==> src/rtl/ptpclk_regs.svh <==
// register offsets, field positions and reset values of the time clock unit
`ifndef PTPCLK_REGS_SVH
`define PTPCLK_REGS_SVH
`define PTPCLK_P1_UUID_OFS   12'h11c
`define PTPCLK_P2_UUID_OFS   12'h13c
`define PTPCLK_P0_UUID_OFS   12'h15c
`define PTPCLK_G8_HI_OFS     12'h160
`define PTPCLK_G8_LO_OFS     12'h164
`define PTPCLK_G9_HI_OFS     12'h168
`define PTPCLK_G9_LO_OFS     12'h16c
`define PTPCLK_CNT_HI_OFS    12'h170
`define PTPCLK_CNT_LO_OFS    12'h174
`define PTPCLK_TRIM_OFS      12'h178
`define PTPCLK_GOAL_HI_OFS   12'h17c
`define PTPCLK_GOAL_LO_OFS   12'h180
`define PTPCLK_CMD_OFS       12'h1a0
`define PTPCLK_CFG_OFS       12'h1a4
`define PTPCLK_STAT_OFS      12'h1a8
`define PTPCLK_CMD_FREEZE_BIT 0
`define PTPCLK_CFG_MS0_BIT   0
`define PTPCLK_CFG_MS1_BIT   1
`define PTPCLK_CFG_MS2_BIT   2
`define PTPCLK_CFG_IE_BIT    3
`define PTPCLK_STAT_HIT_BIT  0
`define PTPCLK_ZERO32        32'h0000_0000
`define PTPCLK_ZERO64        64'h0000_0000_0000_0000
`define PTPCLK_ONE64         64'h0000_0000_0000_0001
`define PTPCLK_ADDR_W        12
`define PTPCLK_NPORT         3
`endif

==> src/rtl/ptpclk_pkg.sv <==
// types shared by the time clock unit
`default_nettype none
package ptpclk_pkg;
  typedef logic [63:0] ptpclk_time_t;
  typedef logic [31:0] ptpclk_word_t;
  typedef enum logic [1:0] {
    PTPCLK_HALF_NONE  = 2'b00,
    PTPCLK_HALF_UPPER = 2'b01,
    PTPCLK_HALF_LOWER = 2'b10
  } ptpclk_half_e;
endpackage
`default_nettype wire

==> src/rtl/ptpclk_top.sv <==
// precision time clock with pin, packet and compare capture
//
// The APB register port was decided locally.
`timescale 1ns/1ps
`default_nettype none
`include "ptpclk_regs.svh"
module ptpclk_top
  import ptpclk_pkg::*;
(
  input  wire logic        pclk,
  input  wire logic        presetn,
  input  wire logic        psel,
  input  wire logic        penable,
  input  wire logic        pwrite,
  input  wire logic [11:0] paddr,
  input  wire logic [31:0] pwdata,
  input  wire logic [3:0]  pstrb,
  output logic      [31:0] prdata,
  output logic             pready,
  output logic             pslverr,
  input  wire logic        pin8_in,
  input  wire logic        pin9_in,
  input  wire logic [2:0]  tx_sync_seen,
  input  wire logic [2:0]  tx_dreq_seen,
  input  wire logic [95:0] tx_origin_id,
  output logic             goal_hit_irq
);

  // bus decode
  wire logic wr_acc = psel & penable & pwrite;
  wire logic rd_acc = psel & penable & ~pwrite;
  wire logic wr_cnt_hi  = wr_acc && (paddr == `PTPCLK_CNT_HI_OFS);
  wire logic wr_cnt_lo  = wr_acc && (paddr == `PTPCLK_CNT_LO_OFS);
  wire logic wr_trim    = wr_acc && (paddr == `PTPCLK_TRIM_OFS);
  wire logic wr_goal_hi = wr_acc && (paddr == `PTPCLK_GOAL_HI_OFS);
  wire logic wr_goal_lo = wr_acc && (paddr == `PTPCLK_GOAL_LO_OFS);
  wire logic wr_cmd     = wr_acc && (paddr == `PTPCLK_CMD_OFS);
  wire logic wr_cfg     = wr_acc && (paddr == `PTPCLK_CFG_OFS);
  wire logic wr_stat    = wr_acc && (paddr == `PTPCLK_STAT_OFS);

  ptpclk_time_t counter_ff;
  ptpclk_word_t accum_ff;
  ptpclk_word_t rate_trim_ff;
  ptpclk_time_t frozen_ff;
  ptpclk_time_t goal_ff;
  ptpclk_word_t cnt_hold_ff;
  ptpclk_word_t goal_hold_ff;
  ptpclk_half_e cnt_half_ff;
  ptpclk_half_e goal_half_ff;
  ptpclk_time_t pin8_stamp_ff;
  ptpclk_time_t pin9_stamp_ff;
  logic [3:0]   cfg_ff;
  logic         hit_ff;
  logic [1:0]   p8_sync_ff;
  logic [1:0]   p9_sync_ff;
  logic         p8_prev_ff;
  logic         p9_prev_ff;
  ptpclk_word_t uuid_cap_ff [`PTPCLK_NPORT];

  // accumulator carry gates the counter step
  wire logic [32:0] accum_sum = {1'b0, accum_ff} + {1'b0, rate_trim_ff};
  wire logic        step      = accum_sum[32];

  // counter half pairing, a load needs both halves
  wire logic cnt_load = (wr_cnt_hi && cnt_half_ff == PTPCLK_HALF_LOWER)
                     || (wr_cnt_lo && cnt_half_ff == PTPCLK_HALF_UPPER);
  wire ptpclk_time_t cnt_new = wr_cnt_hi ? {pwdata, cnt_hold_ff} : {cnt_hold_ff, pwdata};
  wire logic goal_load = (wr_goal_hi && goal_half_ff == PTPCLK_HALF_LOWER)
                      || (wr_goal_lo && goal_half_ff == PTPCLK_HALF_UPPER);
  wire ptpclk_time_t goal_new = wr_goal_hi ? {pwdata, goal_hold_ff}
                                           : {goal_hold_ff, pwdata};

  // pin activation is a rising edge after synchronising
  wire logic p8_rise = p8_sync_ff[1] & ~p8_prev_ff;
  wire logic p9_rise = p9_sync_ff[1] & ~p9_prev_ff;
  wire logic match   = (counter_ff == goal_ff);

  // time counter and accumulator
  always_ff @(posedge pclk or negedge presetn) begin
    if (!presetn) begin
      counter_ff <= `PTPCLK_ZERO64;
      accum_ff   <= `PTPCLK_ZERO32;
    end else begin
      accum_ff <= accum_sum[31:0];
      if (cnt_load) begin
        counter_ff <= cnt_new;
      end else if (step) begin
        counter_ff <= counter_ff + `PTPCLK_ONE64;
      end
    end
  end

  // half-write tracking for counter and target
  always_ff @(posedge pclk or negedge presetn) begin
    if (!presetn) begin
      cnt_half_ff  <= PTPCLK_HALF_NONE;
      goal_half_ff <= PTPCLK_HALF_NONE;
      cnt_hold_ff  <= `PTPCLK_ZERO32;
      goal_hold_ff <= `PTPCLK_ZERO32;
    end else begin
      if (cnt_load) begin
        cnt_half_ff <= PTPCLK_HALF_NONE;
      end else if (wr_cnt_hi || wr_cnt_lo) begin
        cnt_half_ff <= wr_cnt_hi ? PTPCLK_HALF_UPPER : PTPCLK_HALF_LOWER;
        cnt_hold_ff <= pwdata;
      end
      if (goal_load) begin
        goal_half_ff <= PTPCLK_HALF_NONE;
      end else if (wr_goal_hi || wr_goal_lo) begin
        goal_half_ff <= wr_goal_hi ? PTPCLK_HALF_UPPER : PTPCLK_HALF_LOWER;
        goal_hold_ff <= pwdata;
      end
    end
  end

  // software registers: trim, target, config, snapshot
  always_ff @(posedge pclk or negedge presetn) begin
    if (!presetn) begin
      rate_trim_ff <= `PTPCLK_ZERO32;
      goal_ff      <= `PTPCLK_ZERO64;
      frozen_ff    <= `PTPCLK_ZERO64;
      cfg_ff       <= 4'h0;
    end else begin
      if (wr_trim) begin
        rate_trim_ff <= pwdata;
      end
      if (goal_load) begin
        goal_ff <= goal_new;
      end
      if (wr_cfg) begin
        cfg_ff <= pwdata[3:0];
      end
      if (wr_cmd && pwdata[`PTPCLK_CMD_FREEZE_BIT]) begin
        frozen_ff <= counter_ff;
      end
    end
  end

  // sticky match flag, a new hit beats the clear
  always_ff @(posedge pclk or negedge presetn) begin
    if (!presetn) begin
      hit_ff <= 1'b0;
    end else if (match) begin
      hit_ff <= 1'b1;
    end else if (wr_stat && pwdata[`PTPCLK_STAT_HIT_BIT]) begin
      hit_ff <= 1'b0;
    end
  end

  // pin synchronisers and stamps
  always_ff @(posedge pclk or negedge presetn) begin
    if (!presetn) begin
      p8_sync_ff    <= 2'b00;
      p9_sync_ff    <= 2'b00;
      p8_prev_ff    <= 1'b0;
      p9_prev_ff    <= 1'b0;
      pin8_stamp_ff <= `PTPCLK_ZERO64;
      pin9_stamp_ff <= `PTPCLK_ZERO64;
    end else begin
      p8_sync_ff <= {p8_sync_ff[0], pin8_in};
      p9_sync_ff <= {p9_sync_ff[0], pin9_in};
      p8_prev_ff <= p8_sync_ff[1];
      p9_prev_ff <= p9_sync_ff[1];
      if (p8_rise) begin
        pin8_stamp_ff <= counter_ff;
      end
      if (p9_rise) begin
        pin9_stamp_ff <= counter_ff;
      end
    end
  end

  // per port transmit uuid capture, index 0 is the media-independent port
  genvar gi;
  generate
    for (gi = 0; gi < `PTPCLK_NPORT; gi = gi + 1) begin : g_port
      // master captures on sync, slave on delay_req; port 0 strobes are fabric-relative
      wire logic take = cfg_ff[gi] ? tx_sync_seen[gi] : tx_dreq_seen[gi];
      always_ff @(posedge pclk or negedge presetn) begin
        if (!presetn) begin
          uuid_cap_ff[gi] <= `PTPCLK_ZERO32;
        end else if (take) begin
          uuid_cap_ff[gi] <= tx_origin_id[gi*32 +: 32];
        end
      end
    end
  endgenerate

  // read mux
  logic [31:0] rd_mux;
  logic        rd_hit;
  always_comb begin
    rd_mux = `PTPCLK_ZERO32;
    rd_hit = 1'b1;
    if (paddr == `PTPCLK_P1_UUID_OFS) begin
      rd_mux = uuid_cap_ff[1];
    end else if (paddr == `PTPCLK_P2_UUID_OFS) begin
      rd_mux = uuid_cap_ff[2];
    end else if (paddr == `PTPCLK_P0_UUID_OFS) begin
      rd_mux = uuid_cap_ff[0];
    end else if (paddr == `PTPCLK_G8_HI_OFS) begin
      rd_mux = pin8_stamp_ff[63:32];
    end else if (paddr == `PTPCLK_G8_LO_OFS) begin
      rd_mux = pin8_stamp_ff[31:0];
    end else if (paddr == `PTPCLK_G9_HI_OFS) begin
      rd_mux = pin9_stamp_ff[63:32];
    end else if (paddr == `PTPCLK_G9_LO_OFS) begin
      rd_mux = pin9_stamp_ff[31:0];
    end else if (paddr == `PTPCLK_CNT_HI_OFS) begin
      rd_mux = frozen_ff[63:32];
    end else if (paddr == `PTPCLK_CNT_LO_OFS) begin
      rd_mux = frozen_ff[31:0];
    end else if (paddr == `PTPCLK_TRIM_OFS) begin
      rd_mux = rate_trim_ff;
    end else if (paddr == `PTPCLK_GOAL_HI_OFS) begin
      rd_mux = goal_ff[63:32];
    end else if (paddr == `PTPCLK_GOAL_LO_OFS) begin
      rd_mux = goal_ff[31:0];
    end else if (paddr == `PTPCLK_CMD_OFS) begin
      rd_mux = `PTPCLK_ZERO32;
    end else if (paddr == `PTPCLK_CFG_OFS) begin
      rd_mux = {28'h0000000, cfg_ff};
    end else if (paddr == `PTPCLK_STAT_OFS) begin
      rd_mux = {31'h0, hit_ff};
    end else begin
      rd_hit = 1'b0;
    end
  end

  // registered read data, zero-wait answer
  always_ff @(posedge pclk or negedge presetn) begin
    if (!presetn) begin
      prdata <= `PTPCLK_ZERO32;
    end else if (psel && !penable && !pwrite) begin
      prdata <= rd_mux;
    end
  end

  assign pready       = 1'b1;
  assign pslverr      = psel & penable & ~rd_hit;
  assign goal_hit_irq = hit_ff & cfg_ff[`PTPCLK_CFG_IE_BIT];
endmodule
`default_nettype wire

==> config.mk <==
export PLATFORM = sky130hd
export DESIGN_NAME = ptpclk_top
export DESIGN_NICKNAME = d
export VERILOG_FILES = /design/src/rtl/ptpclk_pkg.sv /design/src/rtl/ptpclk_top.sv
export VERILOG_INCLUDE_DIRS = /design/src /design/src/rtl
export SDC_FILE = /design/constraint.sdc
export NUM_CORES = 1
export LEC_CHECK = 0
export ABC_AREA = 1
export BUFFER_PORTS_ARGS = -buffer_cell sky130_fd_sc_hd__buf_4
export CAP_MARGIN = 25
export CORE_UTILIZATION = 45
export CTS_CLUSTER_SIZE = 12
export DETAILED_ROUTE_END_ITERATION = 6
export MAX_ROUTING_LAYER = met4
export SLEW_MARGIN = 20
export SYNTH_ARGS = -nofsm -noshare
export SYNTH_HDL_FRONTEND = slang
export SYNTH_SLANG_ARGS = --single-unit
==> constraint.sdc <==
create_clock -name pclk -period 3.3 [get_ports pclk]
set_clock_uncertainty 0.15 [all_clocks]
set_input_delay 0.165 -clock pclk [delete_from_list [all_inputs] [get_ports pclk]]
set_output_delay 0.165 -clock pclk [all_outputs]
set_load 0.005 [all_outputs]
# After elaboration in Yosys (flattened, before gate mapping)
# Index checks and enable logic that the tools add are counted.
[op_classes] n_addsub=2 n_eq_ne=20 mux=45 bitwise_logic=11 reduce_logical=28
[op_table] op="$mux 32" n=12
[op_table] op="$mux 64" n=4
[op_table] op="$eq 12x9->1 const B" n=15
[op_table] op="$add 64x1->64 const B" n=1
[op_table] op="$eq 64x64->1" n=1
[op_table] op="$add 32x32->33" n=1
[op_table] op="$mux 1" n=21
[op_table] op="$logic_and 1x1->1" n=16
[op_table] op="$mux 2" n=6
[op_table] op="$mux 4" n=2
[op_table] op="$reduce_bool 2->1" n=4
[op_table] op="$and 1x1->1" n=6
[op_table] op="$not 1->1" n=5
[op_table] op="$eq 2x1->1 const B" n=2
[op_table] op="$eq 2x2->1 const B" n=2
[op_table] op="$logic_or 1x1->1" n=4
[op_table] op="$reduce_and 2->1" n=2
[op_table] op="$logic_not 1->1" n=2
[totals] regBits=591 in_bits=157 out_inout_bits=35 wordCells=127

# Depth between registers and ports, before layout
[logic_depth] ltp_word=18 ltp_mapped=17 ltp_nobuf=17

# Least setup slack after synthesis
# Ideal clock, no wire load.
[synth_timing] path_kind="flip-flop to flip-flop" start="register rate_trim_ff[0]" end="register counter_ff[33]" t_arrival_ns=2.279 required_ns=3.018 slack_ns=0.739 path_stages_with_launch=13 path_buffers=1 path_cell_list="dfrtp_1 ha_1 inv_1 fa_1 o21ai_1 nand2_1 nand2_1 a21oi_1 o21ai_2 nand4_1 nand3_2 clkbuf_1 o21ai_0"
[synth_via] elab_chain_cells=2
[synth_lines] element="from (decl)" line="ptpclk_top.sv:43" text="ptpclk_word_t rate_trim_ff;"
[synth_lines] element="from (signal assigned)" line="ptpclk_top.sv:119" text="rate_trim_ff <= `PTPCLK_ZERO32;"
[synth_lines] element="from (signal assigned)" line="ptpclk_top.sv:125" text="rate_trim_ff <= pwdata;"
[synth_lines] element="$add 32x32->33" line="ptpclk_top.sv:61" text="wire logic [32:0] accum_sum = {1'b0, accum_ff} + {1'b0, rate_trim_ff};"
[synth_lines] element="$reduce_bool 2->1 (no source line)"
[synth_lines] element="to (signal assigned)" line="ptpclk_top.sv:81" text="counter_ff <= `PTPCLK_ZERO64;"
[synth_lines] element="to (signal assigned)" line="ptpclk_top.sv:86" text="counter_ff <= cnt_new;"
[synth_lines] element="to (signal assigned)" line="ptpclk_top.sv:88" text="counter_ff <= counter_ff + `PTPCLK_ONE64;"
[synth_lines] element="to (decl)" line="ptpclk_top.sv:41" text="ptpclk_time_t counter_ff;"
# Every way passes these cells.
# A chain may end at the register's enable or synchronous reset.

# Worst setup path after layout
[layout_timing] start="input port paddr[6]" end="output port pslverr"
[layout_via] elab_chain_cells=18 elab_cells_between_ends=32 cone_classes="eq/ne (15); mux (15); bitwise (2)"
[layout_lines] element="from (decl)" line="ptpclk_top.sv:15" text="input wire logic [11:0] paddr,"
[layout_lines] element="$eq 12x9->1 (no source line)"
[layout_lines] element="$mux 1" line="ptpclk_top.sv:223" text="end else if (paddr == `PTPCLK_STAT_OFS) begin"
[layout_lines] element="$mux 1" line="ptpclk_top.sv:221" text="end else if (paddr == `PTPCLK_CFG_OFS) begin"
[layout_lines] element="$mux 1" line="ptpclk_top.sv:219" text="end else if (paddr == `PTPCLK_CMD_OFS) begin"
[layout_lines] element="$mux 1" line="ptpclk_top.sv:217" text="end else if (paddr == `PTPCLK_GOAL_LO_OFS) begin"
[layout_lines] element="$mux 1" line="ptpclk_top.sv:215" text="end else if (paddr == `PTPCLK_GOAL_HI_OFS) begin"
[layout_lines] element="$mux 1" line="ptpclk_top.sv:213" text="end else if (paddr == `PTPCLK_TRIM_OFS) begin"
[layout_lines] element="$mux 1" line="ptpclk_top.sv:211" text="end else if (paddr == `PTPCLK_CNT_LO_OFS) begin"
[layout_lines] element="(+2 left out)"
[layout_lines] element="$mux 1" line="ptpclk_top.sv:205" text="end else if (paddr == `PTPCLK_G9_HI_OFS) begin"
[layout_lines] element="$mux 1" line="ptpclk_top.sv:203" text="end else if (paddr == `PTPCLK_G8_LO_OFS) begin"
[layout_lines] element="$mux 1" line="ptpclk_top.sv:201" text="end else if (paddr == `PTPCLK_G8_HI_OFS) begin"
[layout_lines] element="$mux 1" line="ptpclk_top.sv:199" text="end else if (paddr == `PTPCLK_P0_UUID_OFS) begin"
[layout_lines] element="$mux 1" line="ptpclk_top.sv:197" text="end else if (paddr == `PTPCLK_P2_UUID_OFS) begin"
[layout_lines] element="$mux 1 *" line="ptpclk_top.sv:195" text="if (paddr == `PTPCLK_P1_UUID_OFS) begin"
[layout_lines] element="$not 1->1 *" line="ptpclk_top.sv:240" text="assign pslverr = psel & penable & ~rd_hit;"
[layout_lines] element="$and 1x1->1 *" line="ptpclk_top.sv:240"
[layout_lines] element="to (decl)" line="ptpclk_top.sv:20" text="output logic pslverr,"
# Every way passes the cells marked *; elsewhere a longest branch is shown, timed or not.

==> flow_metrics.py <==
metrics = {
    "status": {
        "status": "completed",
    },
    "yosys": {
        "synthXorXnorAreaFrac_pct": 3.599,
        "synthMuxAreaShare_pct": 3.195,
        "async_reset_ff_share_pct": 100.0,
        "syn_area_per_cell_um2": 8.020,
        "syn-cell-area_um2": 30670,
        "synth_fa_ha_area_share_pct": 1.412,
        "yosysWarnings": 0,
        "synth_simple_gate_area_share_pct": 23.28,
        "synth_top_family_by_area": "simple AND/OR/NAND/NOR gates",
        "synthesis.nets": 4015,
        "synth_area_leader_cell": "dfrtp_1",
        "synth_compound_area_share_pct": 13.75,
        "synth-seq-cells": 591,
        "synth-main-ff-cell": "dfrtp_1",
        "post-synth-top-area-fraction_pct": 48.23,
        "synth_most_common_cell": "nand2_1",
        "syn_inst": 3824,
        "synth_area_leaders": "dfrtp_1 (48%), nand2_1 (15%), o21ai_0 (8.5%)",
        "synth_common_cells": "nand2_1 (1,218), dfrtp_1 (591), o21ai_0 (523)",
        "synth_edf_count": 0,
        "ys_seq_area_share_pct": 48.23,
        "ys_types": 52,
    },
    "power_and_ir_drop": {
        "ir_drop_mv": 0.3933,
        "power.total_mw": 16.15,
        "power_per_cell_area_nw_per_um2": 435.0,
        "p_leak_nw": 17.64,
    },
    "sta": {
        "setup_viol": 0,
        "worstMarginPinSlew_ns": 0.9735,
        "drv_slew": 0,
        "fmax_mhz": 325.3,
        "setup_tns_ns": 0,
        "fin_crit_ns": 3.074,
        "slew_headroom_pct": 35.10,
        "grt_setup_unrepaired": "no",
        "hold_viol": 0,
        "finalCritPeriodShare_pct": 93.15,
    },
    "global_route": {
        "grt_max_degree": 129,
        "antenna_found_initial": 1,
        "grt.met1_usage_pct": 47.35,
        "grt.overflow.total": 0,
        "top_usage_layer": "met2",
        "grt_usage_pct": 34.19,
        "grt_pass1_wl_um": 173100,
        "use_met2_pct": 52.14,
        "grt_pass1_vias": 26800,
        "grt.met3_usage_pct": 4.639,
    },
    "route": {
        "viasPerCell": 5.566,
        "first_pass_iters": 6,
        "routed_wl_um": 113800,
        "routedWlPerCell_um": 22.46,
        "initialDrtViolationCount": 2878,
        "drc": 0,
        "vias": 28203,
        "ant_nets": 0,
    },
    "floorplanning": {
        "die_h_um": 263.1,
        "row_count": 95,
        "core_region_area_um2": 67280,
        "dieWidth_um": 263.1,
        "die_area_um2": 69200,
        "start_util_pct": 45.58,
        "pin_count": 192,
    },
    "critical_path": {
        "r2r-end": "counter_ff[3]",
        "cp_max_fo": 11,
        "regToRegSetupSlack_ns": 0.30,
        "rr_worst_depth": 14,
        "worst-setup-path-type": "in -> out",
        "worst_setup_path_end_kind": "output port",
        "cp-start-kind": "input pin",
        "crit-reg2reg-launch": "rate_trim_ff[0]",
        "cp.required_ns": 2.98,
        "arrival_ns": 2.76,
    },
    "hold_path": {
        "min_path_type": "in -> reg",
        "hold_path_depth": 5,
        "hold_start": "paddr[3]",
        "min_to": "hit_ff",
    },
    "final_layout": {
        "n_fill_cell": 6336,
        "area_delta_synth_final_pct": 21.05,
        "final_cells": 5067,
        "fin_nets": 4332,
        "multi_input_area_um2": 13970,
        "drive_above_1_share_pct": 13.50,
        "seq_area_um2": 14790,
    },
    "clock_network": {
        "clk_latency_ns": 0.62,
        "clockBufferDepth": 3,
        "cts_buffers": 69,
        "h-tree-depth": 3,
        "cts-root-buf": "clkbuf_16",
        "cts_sinks": 591,
        "cts_tree": "yes",
        "clkSlewWorstSetupHoldPaths_ns": 0.06,
        "post_cts_buffers": 0,
    },
    "placement": {
        "numPortBuffers": 186,
        "gp_congestion": 1.041,
        "dp.cells": 4804,
        "hpwl_um": 82870,
    },
    "run": {
        "maxCapViolCount": 0,
    },
}
[logic make-up after synthesis]
family	after synthesis
compound gates	791
xor+xnor	126
fa+ha+maj	34
buf+inv	489
flops	591
mux	87
other cells	1
simple gates	1705
[repair_timing]
action | CTS | global route
hold buffers | 138 | 0
hold endpoints to repair | 631 | 0
resized for setup | 0 | 1
endpoints found under the setup margin | 0 | 1
[metrics by stage]
stage	instance area, µm²	utilization (%)	setup WS (ns)	hold WS, ns
after floorplan	30670	-	0.7389	-0.2806
after global placement	33460	49.74	0.3768	0.04239
after detailed placement	33470	49.75	0.3289	0.04653
after CTS	37100	55.14	0.06511	0.01152
after global routing	37120	55.18	0.005263	0.02729
final	37120	55.18	0.2260	0.03295
[worst max-delay path by stage]
stage / start / end / slack (ns) / cells after the start
after floorplan: rate_trim_ff[0] / counter_ff[33] / 0.74 / 12
after global placement: paddr[9] / prdata[13] / 0.38 / 17
after detailed placement: rate_trim_ff[0] / counter_ff[63] / 0.33 / 14
after CTS: paddr[6] / pslverr / 0.07 / 12
after global routing: rate_trim_ff[0] / counter_ff[34] / 0.005 / 14
final: paddr[6] / pslverr / 0.23 / 12
[routing by layer]
metal,share of wire [%],vias up
li1,-,13260
met1,45,13654
met2,45,1083
met3,6.6,206
met4,3.4,0
met5,0,-
[placed cells by master (no fill, tap or decap), drive strengths merged, types with 2 or more instances in the layout]
master | synthesis | routed
nand2 | 1227 | 1227
o21ai | 620 | 620
dfrtp | 591 | 591
buf | 67 | 302
inv | 291 | 294
nor2 | 193 | 193
dlygate4sd3 | 0 | 137
nand4 | 120 | 120
xor2 | 118 | 118
clkbuf | 126 | 105
mux2 | 87 | 87
a21oi | 81 | 81
nand3 | 79 | 79
nor3 | 58 | 58
ha | 33 | 33
o311ai | 31 | 31
nor4 | 24 | 24
o22ai | 19 | 19
o211ai | 16 | 16
clkinv | 5 | 16
a31oi | 8 | 8
xnor2 | 8 | 8
o21a | 4 | 4
a221oi | 4 | 4
diode | 0 | 2
a21o | 2 | 2
bufinv | 0 | 2
[worst max-delay path, cell delays in order]
cell and delay (ns):
dlygate4sd3_1 0.55, buf_4 0.15, inv_2 0.09, nor2_8 0.05, nand2_1 0.25, nor2_1 0.09
inv_2 0.22, nor2_4 0.05, inv_1 0.27, nand2_2 0.21, nor4_1 0.44, buf_4 0.20
[report_power, final]
part	switching, mW	leakage (nW)	internal (mW)
Combinational	0.545	8.89	0.430
Clock	3.16	1.10	4.48
Sequential	0.0958	7.66	7.44
Total	3.80	17.6	12.4
[layout make-up]
class / count / share of cell area (%)
Sequential cell: 591 / 39.84
Antenna cell: 2 / 0.01348
Clock buffer: 105 / 5.565
Tap cell: 873 / 2.942
Inverter: 296 / 2.993
Multi-Input combinational cell: 2744 / 37.62
Timing Repair Buffer: 439 / 10.58
Clock inverter: 17 / 0.4415
[flip-flops by register name, indices dropped and copies added (netlist names), 32 cells and up]
| register | flops |
|---|---|
| frozen_ff | 64 |
| goal_ff | 64 |
| counter_ff | 64 |
| uuid_cap_ff | 96 |
| cnt_hold_ff | 32 |
| accum_ff | 32 |
| pin8_stamp_ff | 64 |
| rate_trim_ff | 32 |
| pin9_stamp_ff | 64 |
| goal_hold_ff | 32 |
| prdata | 32 |
No activity file was read; power rests on OpenSTA's default activity.
